===== src/rtl/obs_pkg.sv =====
// Shared constants for the one-bit controller sequencer and its processor end.
// Assumes a single 100 MHz system clock shared by both ends.
package obs_pkg;
  // System timing
  localparam int SYS_CLK_HZ   = 100_000_000;
  localparam int RUN_CLK_HZ   = 1_000_000;
  localparam int RUN_HALF_CYC = SYS_CLK_HZ / (2 * RUN_CLK_HZ);
  localparam int DEBOUNCE_US  = 10_000;
  localparam int DEBOUNCE_CYC = DEBOUNCE_US * (SYS_CLK_HZ / 1_000_000);

  // Memory and I/O geometry
  localparam int PC_W      = 7;
  localparam int MEM_WORDS = 256;
  localparam int DATA_W    = 4;
  localparam int IO_COUNT  = 16;
  localparam int BTN_COUNT = 5;

  // Button positions in the debounced vector
  localparam int BTN_RUN  = 0;
  localparam int BTN_HALT = 1;
  localparam int BTN_STEP = 2;
  localparam int BTN_LOAD = 3;
  localparam int BTN_PCLD = 4;

  // Reset values and the result input address
  localparam logic [PC_W-1:0]   PC_RST   = 7'h00;
  localparam logic [DATA_W-1:0] DATA_RST = 4'h0;
  localparam logic [IO_COUNT-1:0] OUT_RST = 16'h0000;
  localparam logic [DATA_W-1:0] RESULT_INPUT = 4'h0;

  // Instruction codes
  typedef enum logic [3:0] {
    OP_NULL  = 4'h0, OP_LD   = 4'h1, OP_LDC  = 4'h2, OP_AND  = 4'h3,
    OP_ANDC  = 4'h4, OP_OR   = 4'h5, OP_ORC  = 4'h6, OP_XNOR = 4'h7,
    OP_STORE = 4'h8, OP_STOC = 4'h9, OP_IEN  = 4'ha, OP_OEN  = 4'hb,
    OP_JMP   = 4'hc, OP_RTN  = 4'hd, OP_SKZ  = 4'he, OP_END  = 4'hf
  } obs_op_t;
endpackage


===== src/rtl/obs_link_if.sv =====
// Link between the sequencer (device) and the one-bit processor end.
// The shared data bus is resolved here from both enables; idle level is 1.
`timescale 1ns/1ps
interface obs_link_if;
  logic       proc_clk;
  logic       proc_reset;
  logic [3:0] mem_data;
  logic       bus_dev_out;
  logic       bus_dev_oe_n;
  logic       bus_proc_out;
  logic       bus_proc_oe_n;
  logic       write_strobe;
  logic       end_flag_pulse;
  logic       result_bit;
  logic       data_bus;

  assign data_bus = !bus_dev_oe_n  ? bus_dev_out  :
                    !bus_proc_oe_n ? bus_proc_out : 1'b1;

  modport dev (
    output proc_clk, proc_reset, mem_data, bus_dev_out, bus_dev_oe_n,
    input  bus_proc_out, bus_proc_oe_n, write_strobe, end_flag_pulse,
    input  result_bit, data_bus
  );
  modport proc (
    input  proc_clk, proc_reset, mem_data, bus_dev_out, bus_dev_oe_n, data_bus,
    output bus_proc_out, bus_proc_oe_n, write_strobe, end_flag_pulse, result_bit
  );
endinterface


===== src/rtl/obs_sequencer.sv =====
// Statement sequencer, program memory, I/O selectors, output latches and
// front panel around a one-bit processor. Buttons are raw contacts; the
// processor end shares clk_sys and meets this block through obs_link_if.
`timescale 1ns/1ps
module obs_sequencer #(
  parameter int DEBOUNCE_CYC = obs_pkg::DEBOUNCE_CYC,
  parameter int RUN_HALF_CYC = obs_pkg::RUN_HALF_CYC,
  parameter logic [obs_pkg::MEM_WORDS*obs_pkg::DATA_W-1:0] PROM_IMAGE = '0
) (
  // System
  input  wire logic                          clk_sys,
  input  wire logic                          reset,
  input  wire logic                          ce,
  // Front panel buttons, raw
  input  wire logic                          run_btn,
  input  wire logic                          halt_btn,
  input  wire logic                          step_btn,
  input  wire logic                          load_btn,
  input  wire logic                          pc_load_btn,
  // Front panel switches
  input  wire logic                          run_mode,
  input  wire logic                          memory_source_select,
  input  wire logic [obs_pkg::DATA_W-1:0]    data_sw,
  input  wire logic [obs_pkg::PC_W-1:0]      pc_sw,
  // Field inputs, index 0 unused
  input  wire logic [obs_pkg::IO_COUNT-1:0]  field_in,
  // Field outputs and lights
  output logic [obs_pkg::IO_COUNT-1:0]       field_out,
  output logic [obs_pkg::PC_W-1:0]           pc_lights,
  output logic [obs_pkg::DATA_W-1:0]         mem_lights,
  output logic                               opcode_light,
  output logic                               addr_light,
  output logic                               result_light,
  // Link
  obs_link_if.dev                            link
);
  localparam int DBW = $clog2(DEBOUNCE_CYC + 1);
  localparam int DVW = $clog2(RUN_HALF_CYC + 1);
  localparam int AW  = $clog2(obs_pkg::MEM_WORDS);
  localparam int NB  = obs_pkg::BTN_COUNT;

  // Button debouncing
  logic [NB-1:0] btn_raw;
  logic [NB-1:0] btn_pulse;

  assign btn_raw[obs_pkg::BTN_RUN]  = run_btn;
  assign btn_raw[obs_pkg::BTN_HALT] = halt_btn;
  assign btn_raw[obs_pkg::BTN_STEP] = step_btn;
  assign btn_raw[obs_pkg::BTN_LOAD] = load_btn;
  assign btn_raw[obs_pkg::BTN_PCLD] = pc_load_btn;

  // debounce every button
  // Flops are local to each button so every one has a single driving process
  for (genvar b = 0; b < NB; b++) begin : g_btn
    logic [DBW-1:0] cnt_ff;
    logic           s1_ff;
    logic           s2_ff;
    logic           st_ff;
    logic           st_d_ff;
    wire            diff_w = s2_ff ^ st_ff;
    wire            done_w = (cnt_ff == DBW'(DEBOUNCE_CYC - 1));
    always_ff @(posedge clk_sys or posedge reset) begin
      if (reset) begin
        s1_ff   <= 1'b0;
        s2_ff   <= 1'b0;
        st_ff   <= 1'b0;
        st_d_ff <= 1'b0;
        cnt_ff  <= '0;
      end else if (ce) begin
        s1_ff   <= btn_raw[b];
        s2_ff   <= s1_ff;
        st_d_ff <= st_ff;
        if (!diff_w) begin
          cnt_ff <= '0;
        end else if (done_w) begin
          cnt_ff <= '0;
          st_ff  <= s2_ff;
        end else begin
          cnt_ff <= cnt_ff + DBW'(1);
        end
      end
    end
    assign btn_pulse[b] = st_ff & ~st_d_ff;
  end

  wire run_p  = btn_pulse[obs_pkg::BTN_RUN];
  wire halt_p = btn_pulse[obs_pkg::BTN_HALT];
  wire step_p = btn_pulse[obs_pkg::BTN_STEP];
  wire load_p = btn_pulse[obs_pkg::BTN_LOAD];
  wire pcld_p = btn_pulse[obs_pkg::BTN_PCLD];

  // State
  logic                         halted_ff;
  logic                         pclk_ff;
  logic [DVW-1:0]               div_ff;
  logic [obs_pkg::PC_W-1:0]     pc_ff;
  logic [obs_pkg::DATA_W-1:0]   ram_ff [obs_pkg::MEM_WORDS];
  logic [obs_pkg::DATA_W-1:0]   mem_rd_ff;
  logic [obs_pkg::DATA_W-1:0]   opcode_ff;
  logic                         low_ph_ff;
  logic                         bus_out_ff;
  logic                         bus_drv_ff;
  logic [obs_pkg::IO_COUNT-1:0] out_ff;
  logic                         op_light_ff;
  logic                         ad_light_ff;
  logic                         res_light_ff;

  // step toggles clock when run_mode is low; free run only out of halt
  wire div_done = (div_ff == DVW'(RUN_HALF_CYC - 1));
  wire free_tog = run_mode && !halted_ff && div_done;
  wire step_tog = !run_mode && step_p;
  wire toggle   = !halt_p && (free_tog || step_tog);
  wire pc_rise  = toggle && !pclk_ff;
  wire pc_fall  = toggle && pclk_ff;

  wire [AW-1:0] mem_addr = {pc_ff, pclk_ff};
  wire [obs_pkg::DATA_W-1:0] prom_w = PROM_IMAGE[mem_addr*obs_pkg::DATA_W +: obs_pkg::DATA_W];
  wire [obs_pkg::DATA_W-1:0] mem_w  = memory_source_select ? prom_w : ram_ff[mem_addr];
  wire ram_we = load_p && !memory_source_select;

  // input selector; address zero is the result
  wire [obs_pkg::IO_COUNT-1:0] sel_in = {field_in[obs_pkg::IO_COUNT-1:1], link.result_bit};
  wire sel_bit = sel_in[mem_rd_ff];
  wire is_store = (opcode_ff == obs_pkg::OP_STORE) || (opcode_ff == obs_pkg::OP_STOC);

  // Free-run divider restarts on every toggle so steps land on whole half cycles
  always_ff @(posedge clk_sys or posedge reset) begin
    if (reset) begin
      div_ff <= '0;
    end else if (ce) begin
      div_ff <= (toggle || !run_mode || halted_ff) ? '0 : div_ff + DVW'(1);
    end
  end

  // run clears, halt sets the held reset
  always_ff @(posedge clk_sys or posedge reset) begin
    if (reset) begin
      halted_ff <= 1'b1;
    end else if (ce) begin
      if (halt_p) begin
        halted_ff <= 1'b1;
      end else if (run_p) begin
        halted_ff <= 1'b0;
      end
    end
  end

  // one counter value per high and low phase
  always_ff @(posedge clk_sys or posedge reset) begin
    if (reset) begin
      pclk_ff <= 1'b1;
      pc_ff   <= obs_pkg::PC_RST;
    end else if (ce) begin
      if (halt_p) begin
        pclk_ff <= 1'b1;
        pc_ff   <= obs_pkg::PC_RST;
      end else if (pcld_p) begin
        pc_ff <= pc_sw;
      end else if (toggle) begin
        pclk_ff <= ~pclk_ff;
        if (pc_rise) begin
          // end flag presets; otherwise count and wrap
          pc_ff <= (link.end_flag_pulse && !halted_ff) ? pc_sw : pc_ff + 7'h01;
        end
      end
    end
  end

  // load writes RAM unless memory_source_select picks the PROM; 256 by 4 storage
  always_ff @(posedge clk_sys) begin
    if (ce && ram_we) begin
      ram_ff[mem_addr] <= data_sw;
    end
  end

  // Memory read is registered; it trails the address by one cycle
  always_ff @(posedge clk_sys or posedge reset) begin
    if (reset) begin
      mem_rd_ff <= obs_pkg::DATA_RST;
      opcode_ff <= obs_pkg::DATA_RST;
    end else if (ce) begin
      mem_rd_ff <= mem_w;
      if (pc_fall) begin
        opcode_ff <= mem_rd_ff;
      end
    end
  end

  // Bus drive lags the clock by two cycles so the processor still sees the bit
  always_ff @(posedge clk_sys or posedge reset) begin
    if (reset) begin
      low_ph_ff  <= 1'b0;
      bus_out_ff <= 1'b0;
      bus_drv_ff <= 1'b0;
    end else if (ce) begin
      low_ph_ff  <= ~pclk_ff;
      bus_out_ff <= sel_bit;
      bus_drv_ff <= low_ph_ff && !is_store && !halted_ff;
    end
  end

  // latch on rising edge; halt clears
  always_ff @(posedge clk_sys or posedge reset) begin
    if (reset) begin
      out_ff <= obs_pkg::OUT_RST;
    end else if (ce) begin
      if (halt_p) begin
        out_ff <= obs_pkg::OUT_RST;
      end else if (pc_rise && link.write_strobe) begin
        out_ff[mem_rd_ff] <= link.data_bus;
      end
    end
  end

  // phase lights; data lights follow memory
  always_ff @(posedge clk_sys or posedge reset) begin
    if (reset) begin
      op_light_ff  <= 1'b0;
      ad_light_ff  <= 1'b0;
      res_light_ff <= 1'b0;
    end else if (ce) begin
      op_light_ff  <= pclk_ff;
      ad_light_ff  <= ~pclk_ff;
      res_light_ff <= link.result_bit;
    end
  end

  assign link.proc_clk     = pclk_ff;
  assign link.proc_reset   = halted_ff;
  assign link.mem_data     = mem_rd_ff;
  assign link.bus_dev_out  = bus_out_ff;
  assign link.bus_dev_oe_n = ~bus_drv_ff;
  assign field_out    = out_ff;
  assign pc_lights    = pc_ff;
  assign mem_lights   = mem_rd_ff;
  assign opcode_light = op_light_ff;
  assign addr_light   = ad_light_ff;
  assign result_light = res_light_ff;
endmodule


===== src/flat_wrapper.sv =====
// flat-port wrapper written by rule: the top's interface ports become plain ports
module obs_sequencer_flat 
#(
  parameter int DEBOUNCE_CYC = obs_pkg::DEBOUNCE_CYC,
  parameter int RUN_HALF_CYC = obs_pkg::RUN_HALF_CYC,
  parameter logic [obs_pkg::MEM_WORDS*obs_pkg::DATA_W-1:0] PROM_IMAGE = '0
)
  (clk_sys, reset, ce, run_btn, halt_btn, step_btn, load_btn, pc_load_btn, run_mode, memory_source_select, data_sw, pc_sw, field_in, field_out, pc_lights, mem_lights, opcode_light, addr_light, result_light, link_proc_clk, link_proc_reset, link_mem_data, link_bus_dev_out, link_bus_dev_oe_n, link_bus_proc_out, link_bus_proc_oe_n, link_write_strobe, link_end_flag_pulse, link_result_bit);
  obs_link_if link_i ();
  input  wire logic clk_sys;
  input  wire logic reset;
  input  wire logic ce;
  input  wire logic run_btn;
  input  wire logic halt_btn;
  input  wire logic step_btn;
  input  wire logic load_btn;
  input  wire logic pc_load_btn;
  input  wire logic run_mode;
  input  wire logic memory_source_select;
  input  wire logic [obs_pkg::DATA_W-1:0] data_sw;
  input  wire logic [obs_pkg::PC_W-1:0] pc_sw;
  input  wire logic [obs_pkg::IO_COUNT-1:0] field_in;
  output logic [obs_pkg::IO_COUNT-1:0] field_out;
  output logic [obs_pkg::PC_W-1:0] pc_lights;
  output logic [obs_pkg::DATA_W-1:0] mem_lights;
  output logic opcode_light;
  output logic addr_light;
  output logic result_light;
  output wire logic [$bits(link_i.proc_clk)-1:0] link_proc_clk;
  output wire logic [$bits(link_i.proc_reset)-1:0] link_proc_reset;
  output wire logic [$bits(link_i.mem_data)-1:0] link_mem_data;
  output wire logic [$bits(link_i.bus_dev_out)-1:0] link_bus_dev_out;
  output wire logic [$bits(link_i.bus_dev_oe_n)-1:0] link_bus_dev_oe_n;
  input wire logic [$bits(link_i.bus_proc_out)-1:0] link_bus_proc_out;
  input wire logic [$bits(link_i.bus_proc_oe_n)-1:0] link_bus_proc_oe_n;
  input wire logic [$bits(link_i.write_strobe)-1:0] link_write_strobe;
  input wire logic [$bits(link_i.end_flag_pulse)-1:0] link_end_flag_pulse;
  input wire logic [$bits(link_i.result_bit)-1:0] link_result_bit;
  assign link_proc_clk = link_i.proc_clk;
  assign link_proc_reset = link_i.proc_reset;
  assign link_mem_data = link_i.mem_data;
  assign link_bus_dev_out = link_i.bus_dev_out;
  assign link_bus_dev_oe_n = link_i.bus_dev_oe_n;
  assign link_i.bus_proc_out = link_bus_proc_out;
  assign link_i.bus_proc_oe_n = link_bus_proc_oe_n;
  assign link_i.write_strobe = link_write_strobe;
  assign link_i.end_flag_pulse = link_end_flag_pulse;
  assign link_i.result_bit = link_result_bit;
  obs_sequencer #(.DEBOUNCE_CYC(DEBOUNCE_CYC), .RUN_HALF_CYC(RUN_HALF_CYC), .PROM_IMAGE(PROM_IMAGE)) u_core (.clk_sys(clk_sys), .reset(reset), .ce(ce), .run_btn(run_btn), .halt_btn(halt_btn), .step_btn(step_btn), .load_btn(load_btn), .pc_load_btn(pc_load_btn), .run_mode(run_mode), .memory_source_select(memory_source_select), .data_sw(data_sw), .pc_sw(pc_sw), .field_in(field_in), .field_out(field_out), .pc_lights(pc_lights), .mem_lights(mem_lights), .opcode_light(opcode_light), .addr_light(addr_light), .result_light(result_light), .link(link_i));
endmodule

===== config.mk =====
export PLATFORM = sky130hd
export DESIGN_NAME = obs_sequencer_flat
export DESIGN_NICKNAME = d
export VERILOG_FILES = /design/src/rtl/obs_pkg.sv /design/src/rtl/obs_link_if.sv /design/src/rtl/obs_sequencer.sv /design/src/flat_wrapper.sv
export SDC_FILE = /design/constraint.sdc
export NUM_CORES = 2
export LEC_CHECK = 0
export BUFFER_PORTS_ARGS = -buffer_cell sky130_fd_sc_hd__buf_4
export CAP_MARGIN = 40
export CORE_UTILIZATION = 55
export DETAILED_ROUTE_END_ITERATION = 8
export GPL_ROUTABILITY_DRIVEN = 1
export PLACE_DENSITY_LB_ADDON = 0.2
export SLEW_MARGIN = 10
export SYNTH_ARGS = -nofsm -noshare
export SYNTH_HDL_FRONTEND = slang
export SYNTH_SLANG_ARGS = --single-unit

===== constraint.sdc =====
create_clock -name clk_sys -period 8 [get_ports clk_sys]
set_input_delay 2.4 -clock clk_sys [delete_from_list [all_inputs] [get_ports clk_sys]]
set_output_delay 2.4 -clock clk_sys [all_outputs]
set_load 0.01 [all_outputs]

# Word level (Yosys, flattened, before mapping)
# Memories as Yosys holds them, arrays and structs flattened.
# Index checks and enable logic that the tools add are counted.
# classes
n_shift,1
eq_ne,9
mux,33
bitwise_logic,17
n_reduce_logical,38
add_sub_neg,7
n_lt_le_gt_ge,2
# ops
operator,count
$shiftx 1024x11->4 const A,1
$mux 20,10
$add 20x1->20 const B,5
$eq 20x20->1 const B,5
$mux 7,5
$mux 16,2
$reduce_and 3->1,7
$bwmux 16,1
$logic_and 1x1->1,13
$mux 1,11
$eq 4x4->1 const B,2
$add 7x1->7 const B,1
$not 1->1,7
$add 6x1->6 const B,1
$eq 6x6->1 const B,1
$logic_not 1->1,6
$mux 6,1
$reduce_and 2->1,3
$reduce_bool 2->1,3
$reduce_bool 3->1,2
$and 1x1->1,5
$lt 4x5->1 const B,1
$xor 1x1->1,5
$bmux 1 s4,1
5 further kinds,8
# word_totals
n_memories,1
register_bits,164
word_cells,145
inputBits,42
ram_bits,1024
# mem_list
name,words,width,read_ports,rd_ports_with_merged_regs,wr,line_no,source
u_core.ram_ff,256,4,1,0,1,obs_sequencer.sv:97,logic [obs_pkg::DATA_W-1:0] ram_ff [obs_pkg::MEM_WORDS];

# Logic depth before layout (Yosys ltp)
# depth
ltp_word,10
ltp_mapped,11

# Least setup slack after synthesis
# Ideal clock, no wire load.
# synth_timing
kind,input port to flip-flop
start,input memory_source_select
end,"memory u_core.ram_ff[222][0] in the netlist's numbering, enable pin"
setup_ns,0.330
stages,5
arrival_ns,3.834
n_path_buf,1
setup_slack_ns,3.836
path_cell_list,or3b_2 > nor3_1 > nand2_1 > clkbuf_1 > nor2_1
# synth_via
elab_chain_cells,5
# synth_lines
element,line_no,source
start: declaration,flat_wrapper.sv:19,input wire logic memory_source_select;
$logic_not 1->1,obs_sequencer.sv:119,wire ram_we = load_p && !memory_source_select;
$logic_and 1x1->1,obs_sequencer.sv:119,
$logic_and 1x1->1,obs_sequencer.sv:171,if (ce && ram_we) begin
$mux 1,obs_sequencer.sv:171,
$mux 1 (implied by the code),obs_sequencer.sv:172,ram_ff[mem_addr] <= data_sw;
end: declaration,obs_sequencer.sv:97,
# No other way between the ends.

# Worst setup path in the final report
# layout_timing
start,input ce
end,"memory u_core.ram_ff[129][2] in the netlist's numbering, enable pin"
# layout_via
elab_chain_cells,3
# layout_lines
element,line_no,source
start: declaration,flat_wrapper.sv:12,input wire logic ce;
$logic_and 1x1->1,obs_sequencer.sv:171,
$mux 1,obs_sequencer.sv:171,
$mux 1 (implied by the code),obs_sequencer.sv:172,
# No other way between the ends.

==> results by group <==
Synthesis
  – Sequential share of the synthesized area: 71.1%
  – Register bit total from synthesis: 1187
  – Yosys warnings: 0
  – Synthesized area: 49000 um2
  – Cell accounting for the most synthesized area: edfxtp_1
  – Dominant synthesized flop cell: edfxtp_1
  – Share of the synthesized area in the top cell type: a little over three fifths
  – Top cells by area, synth: edfxtp_1 (63%), dfrtp_1 (8.2%), mux4_2 (6.9%), nor2_1 (3.1%), mux2i_1 (2.6%)
  – Syn Inst Count: approximately 3000
  – Post-synth EDFFs: between 1000 and 1500
  – Syn Area/Cell: 16.5 um2
  – Async set-or-reset flop fraction in the synthesized netlist: 13.7%
  – Yosys cell types: 66
  – Synth Net Count: about 3000

CTS
  – Clock Path Buffers: 3
  – CTS H-tree depth: 3
  – CTS sink count: 1187
  – Skew-Pair Late Insertion Delay: 0.70 ns
  – Post-CTS sizing: 0
  – CTS tree: yes
  – Hold bufs inserted after CTS: 0
  – Root Driver: clkbuf_16
  – Clock Pin Slew Worst Setup and Hold Paths: approximately 0.060 ns
  – Setup Buffers After CTS: 0
  – Clock buffer count from CTS: 116

Setup path
  – Crit path max-delay family: simple AND/OR/NAND/NOR gates
  – CP endpoint kind: flop
  – CP bufs+invs: 2
  – Crit path required time: about 8.3 ns
  – Crit-path max FO: 38
  – Critical Path Slowest Stage Cell: nand2_1
  – Critical path arrival: 5.07 ns
  – Crit Path Class: in -> reg
  – Critical-path cell list: buf_4 > nand2_1 > nor3_1 > nand2_1 > buf_4 > nor2_1
  – Crit-path max cell delay: 0.56 ns
  – Critical path startpoint category: input pin

Die
  – Die width: roughly 300 um
  – Core Footprint: 88200 um2
  – IO Pins: 80
  – Initial Util: a little under three fifths
  – Area of the die: roughly 90000 um2
  – Die span in y: approximately 300 um
  – Cell Rows: about 110

Detailed routing
  – Routed Antenna Nets: 0
  – Via count: approximately 27000
  – Routed len/inst: approximately 26 um
  – WL final: 112 mm
  – Initial DRC count: 2951
  – First drt pass iteration count: 5
  – Remaining DRCs: 0
  – Via/cell ratio: ~6.3

Finish
  – Nets@finish: ~3100
  – Design area: 54600 um2
  – Fraction of layout cells with a size suffix above 1: between 10% and 20%
  – Most common cell after layout, fill and taps aside: edfxtp_1
  – Fill count: ~6200
  – Final core occ: 61.9%
  – Commonest non-fill, non-tap cells in the layout: edfxtp_1 (1024), nor2_1 (409), dfrtp_1 (159)
  – Syn-to-layout area delta: 11.5%

Power
  – Share of total power in the clock network: between 40% and 50%
  – Net Sw Frac: between 20% and 30%
  – Sw Pwr: slightly below 3 mW
  – P per Cell Area: roughly 240 nW/um2
  – Comb power frac: under 10%
  – Leakage: ~18 nW
  – Sequential power share: 51.6%
  – Worst vdd ir: between 200 and 250 uV
  – Tot Pwr: ~13 mW
  – Int Pwr: approximately 10 mW

Worst hold path
  – Worst min-delay path class: reg -> reg

Place
  – Port bufs: 78
  – Routability cong.: 0.815
  – HPWL after detailed placement: between 60 and 70 mm
  – Area after DPL: approximately 50000 um2
  – Pre-CTS WS: between 2 and 3 ns

Global routing
  – First-pass GRT wire length: ~170 mm
  – Initial antenna violation count: 3
  – Vias in the first global route: 27400
  – GRT Resource Usage Total: roughly a quarter
  – Grt ovf: 0
  – Pin count of the biggest net entering global routing: between 200 and 250

STA
  – Slew @ Worst Pin: 1.15 ns
  – FMAX: 212 MHz
  – Final setup violating endpoints: 0
  – Minimum clock period after layout: about 4.7 ns
  – Setup WS post-layout: 3.28 ns
  – Fin. Hold Viols: 0
  – Setup TNS: 0 ns
  – Pins Over Slew Limit: 0
  – Layout Skew: approximately 0.024 ns
  – Rel. slew slack: a little under a quarter
  – RSZ-0062 raised after global routing: false
  – Period utilization: between 50% and 60%

Flow run
  – MaxCap Viol Count: 0

Outcome
  – Status: finished, final reports clean
routing by layer:
metal	vias to the layer above	GRT usage (%)	share of wire [%]
li1	11800	-	-
met1	13900	35.3	41
met2	1218	39.5	47
met3	196	5.32	8.5
met4	0	7.79	2.9
met5	-	0	0
final cells by class:
class | instances | area [um2] | area share [%]
Timing Repair Buffer | 140 | 1350 | 2.47
Clock inverter | 51 | 538 | 0.986
Multi-Input combinational cell | 1590 | 13000 | 23.9
Inverter | 26 | 103 | 0.188
Antenna cell | 2 | 5.00 | 0.00917
Sequential cell | 1187 | 34800 | 63.8
Clock buffer | 162 | 3270 | 5.99
Tap cell | 1165 | 1460 | 2.67
worst paths after layout:
check                      cells past startpoint  slack [ns]                                   from                                     end
setup / recovery                               6        3.28                                     ce         u_core.ram_ff[129][2]$_DFFE_PP_
hold / removal                                 1        0.50  u_core.g_btn[0].cnt_ff[3]$_DFFE_PP0P_   u_core.g_btn[0].cnt_ff[3]$_DFFE_PP0P_
setup reg to reg                               8        3.45       u_core.link.proc_clk$_DFFE_PP1P_     u_core.link.mem_data[0]$_DFFE_PP0P_
hold reg to reg                                1        0.50  u_core.g_btn[0].cnt_ff[3]$_DFFE_PP0P_   u_core.g_btn[0].cnt_ff[3]$_DFFE_PP0P_
max in group asynchronous                      4        4.91                                  reset     u_core.g_btn[3].st_d_ff$_DFFE_PP0P_
min in group asynchronous                      2        1.83                                  reset  u_core.g_btn[0].cnt_ff[17]$_DFFE_PP0P_
Yosys cell counts (9+ instances only):
cell and n:
nor2b_1 14, nand3_1 62, nor4_1 13, buf_2 43, a21oi_1 49, edfxtp_1 1024, inv_1 25, o31ai_1 11
nor3_1 26, o211ai_1 16, dfrtp_1 161, buf_4 9, o2bb2ai_1 10, nand4_1 26, o22ai_1 27, nand2_1 136
mux4_2 150, buf_8 16, xnor2_1 30, mux4_1 39, a22oi_1 49, and3_1 24, a31oi_1 24, a211oi_1 9
mux2i_1 125, xor2_1 45, a22o_1 9, buf_6 13, o221ai_1 15, a221oi_1 17, nand2b_1 18, o21ai_0 84
nor2_1 409, clkbuf_1 77, mux2_2 75
power groups by stage:
stage | Combinational (mW) | Sequential, mW | Clock, mW
final | 0.993 | 6.83 | 5.43
after floorplan | 0.749 | 6.93 | 0
after detailed placement | 0.995 | 6.96 | 0
after CTS | 0.999 | 6.84 | 5.50
after global routing | 1.07 | 6.84 | 5.72
after global placement | 0.965 | 6.96 | 0
cells by family (layout without fill, tap and decap cells):
kind of cell,after synthesis,count (layout),share of synthesized area [%]
simple gates,777,777,7.06
xor+xnor,75,75,1.34
fa+ha+maj,8,8,0.204
buf+inv,193,379,2.33
compound gates,341,341,4.67
mux,389,389,13.3
other cells,0,2,0
flops,1187,1187,71.1
sequential cells by signal, indices dropped and copies added (netlist names):
name and cells:
u_core.link.proc_reset 1, u_core.div_ff 6, u_core.g_btn.s1_ff 5, u_core.pc_lights 7, u_core.link.bus_dev_out 1, u_core.link.mem_data 4, u_core.g_btn.st_d_ff 5, u_core.opcode_light 1
u_core.bus_drv_ff 1, u_core.opcode_ff 3, u_core.g_btn.s2_ff 5, u_core.link.proc_clk 1, u_core.field_out 16, u_core.g_btn.cnt_ff 100, u_core.ram_ff 1024, u_core.result_light 1
u_core.g_btn.st_ff 5, u_core.low_ph_ff 1
per-stage QoR:
stage | hold WS [ns] | instances
floorplan | 0.468 | 2970
global placement | 0.486 | 4086
CTS | 0.503 | 4317
finish | 0.503 | 4323
detailed placement | 0.491 | 4104
global route | 0.521 | 4321
Power figures use the tool's default switching activity.
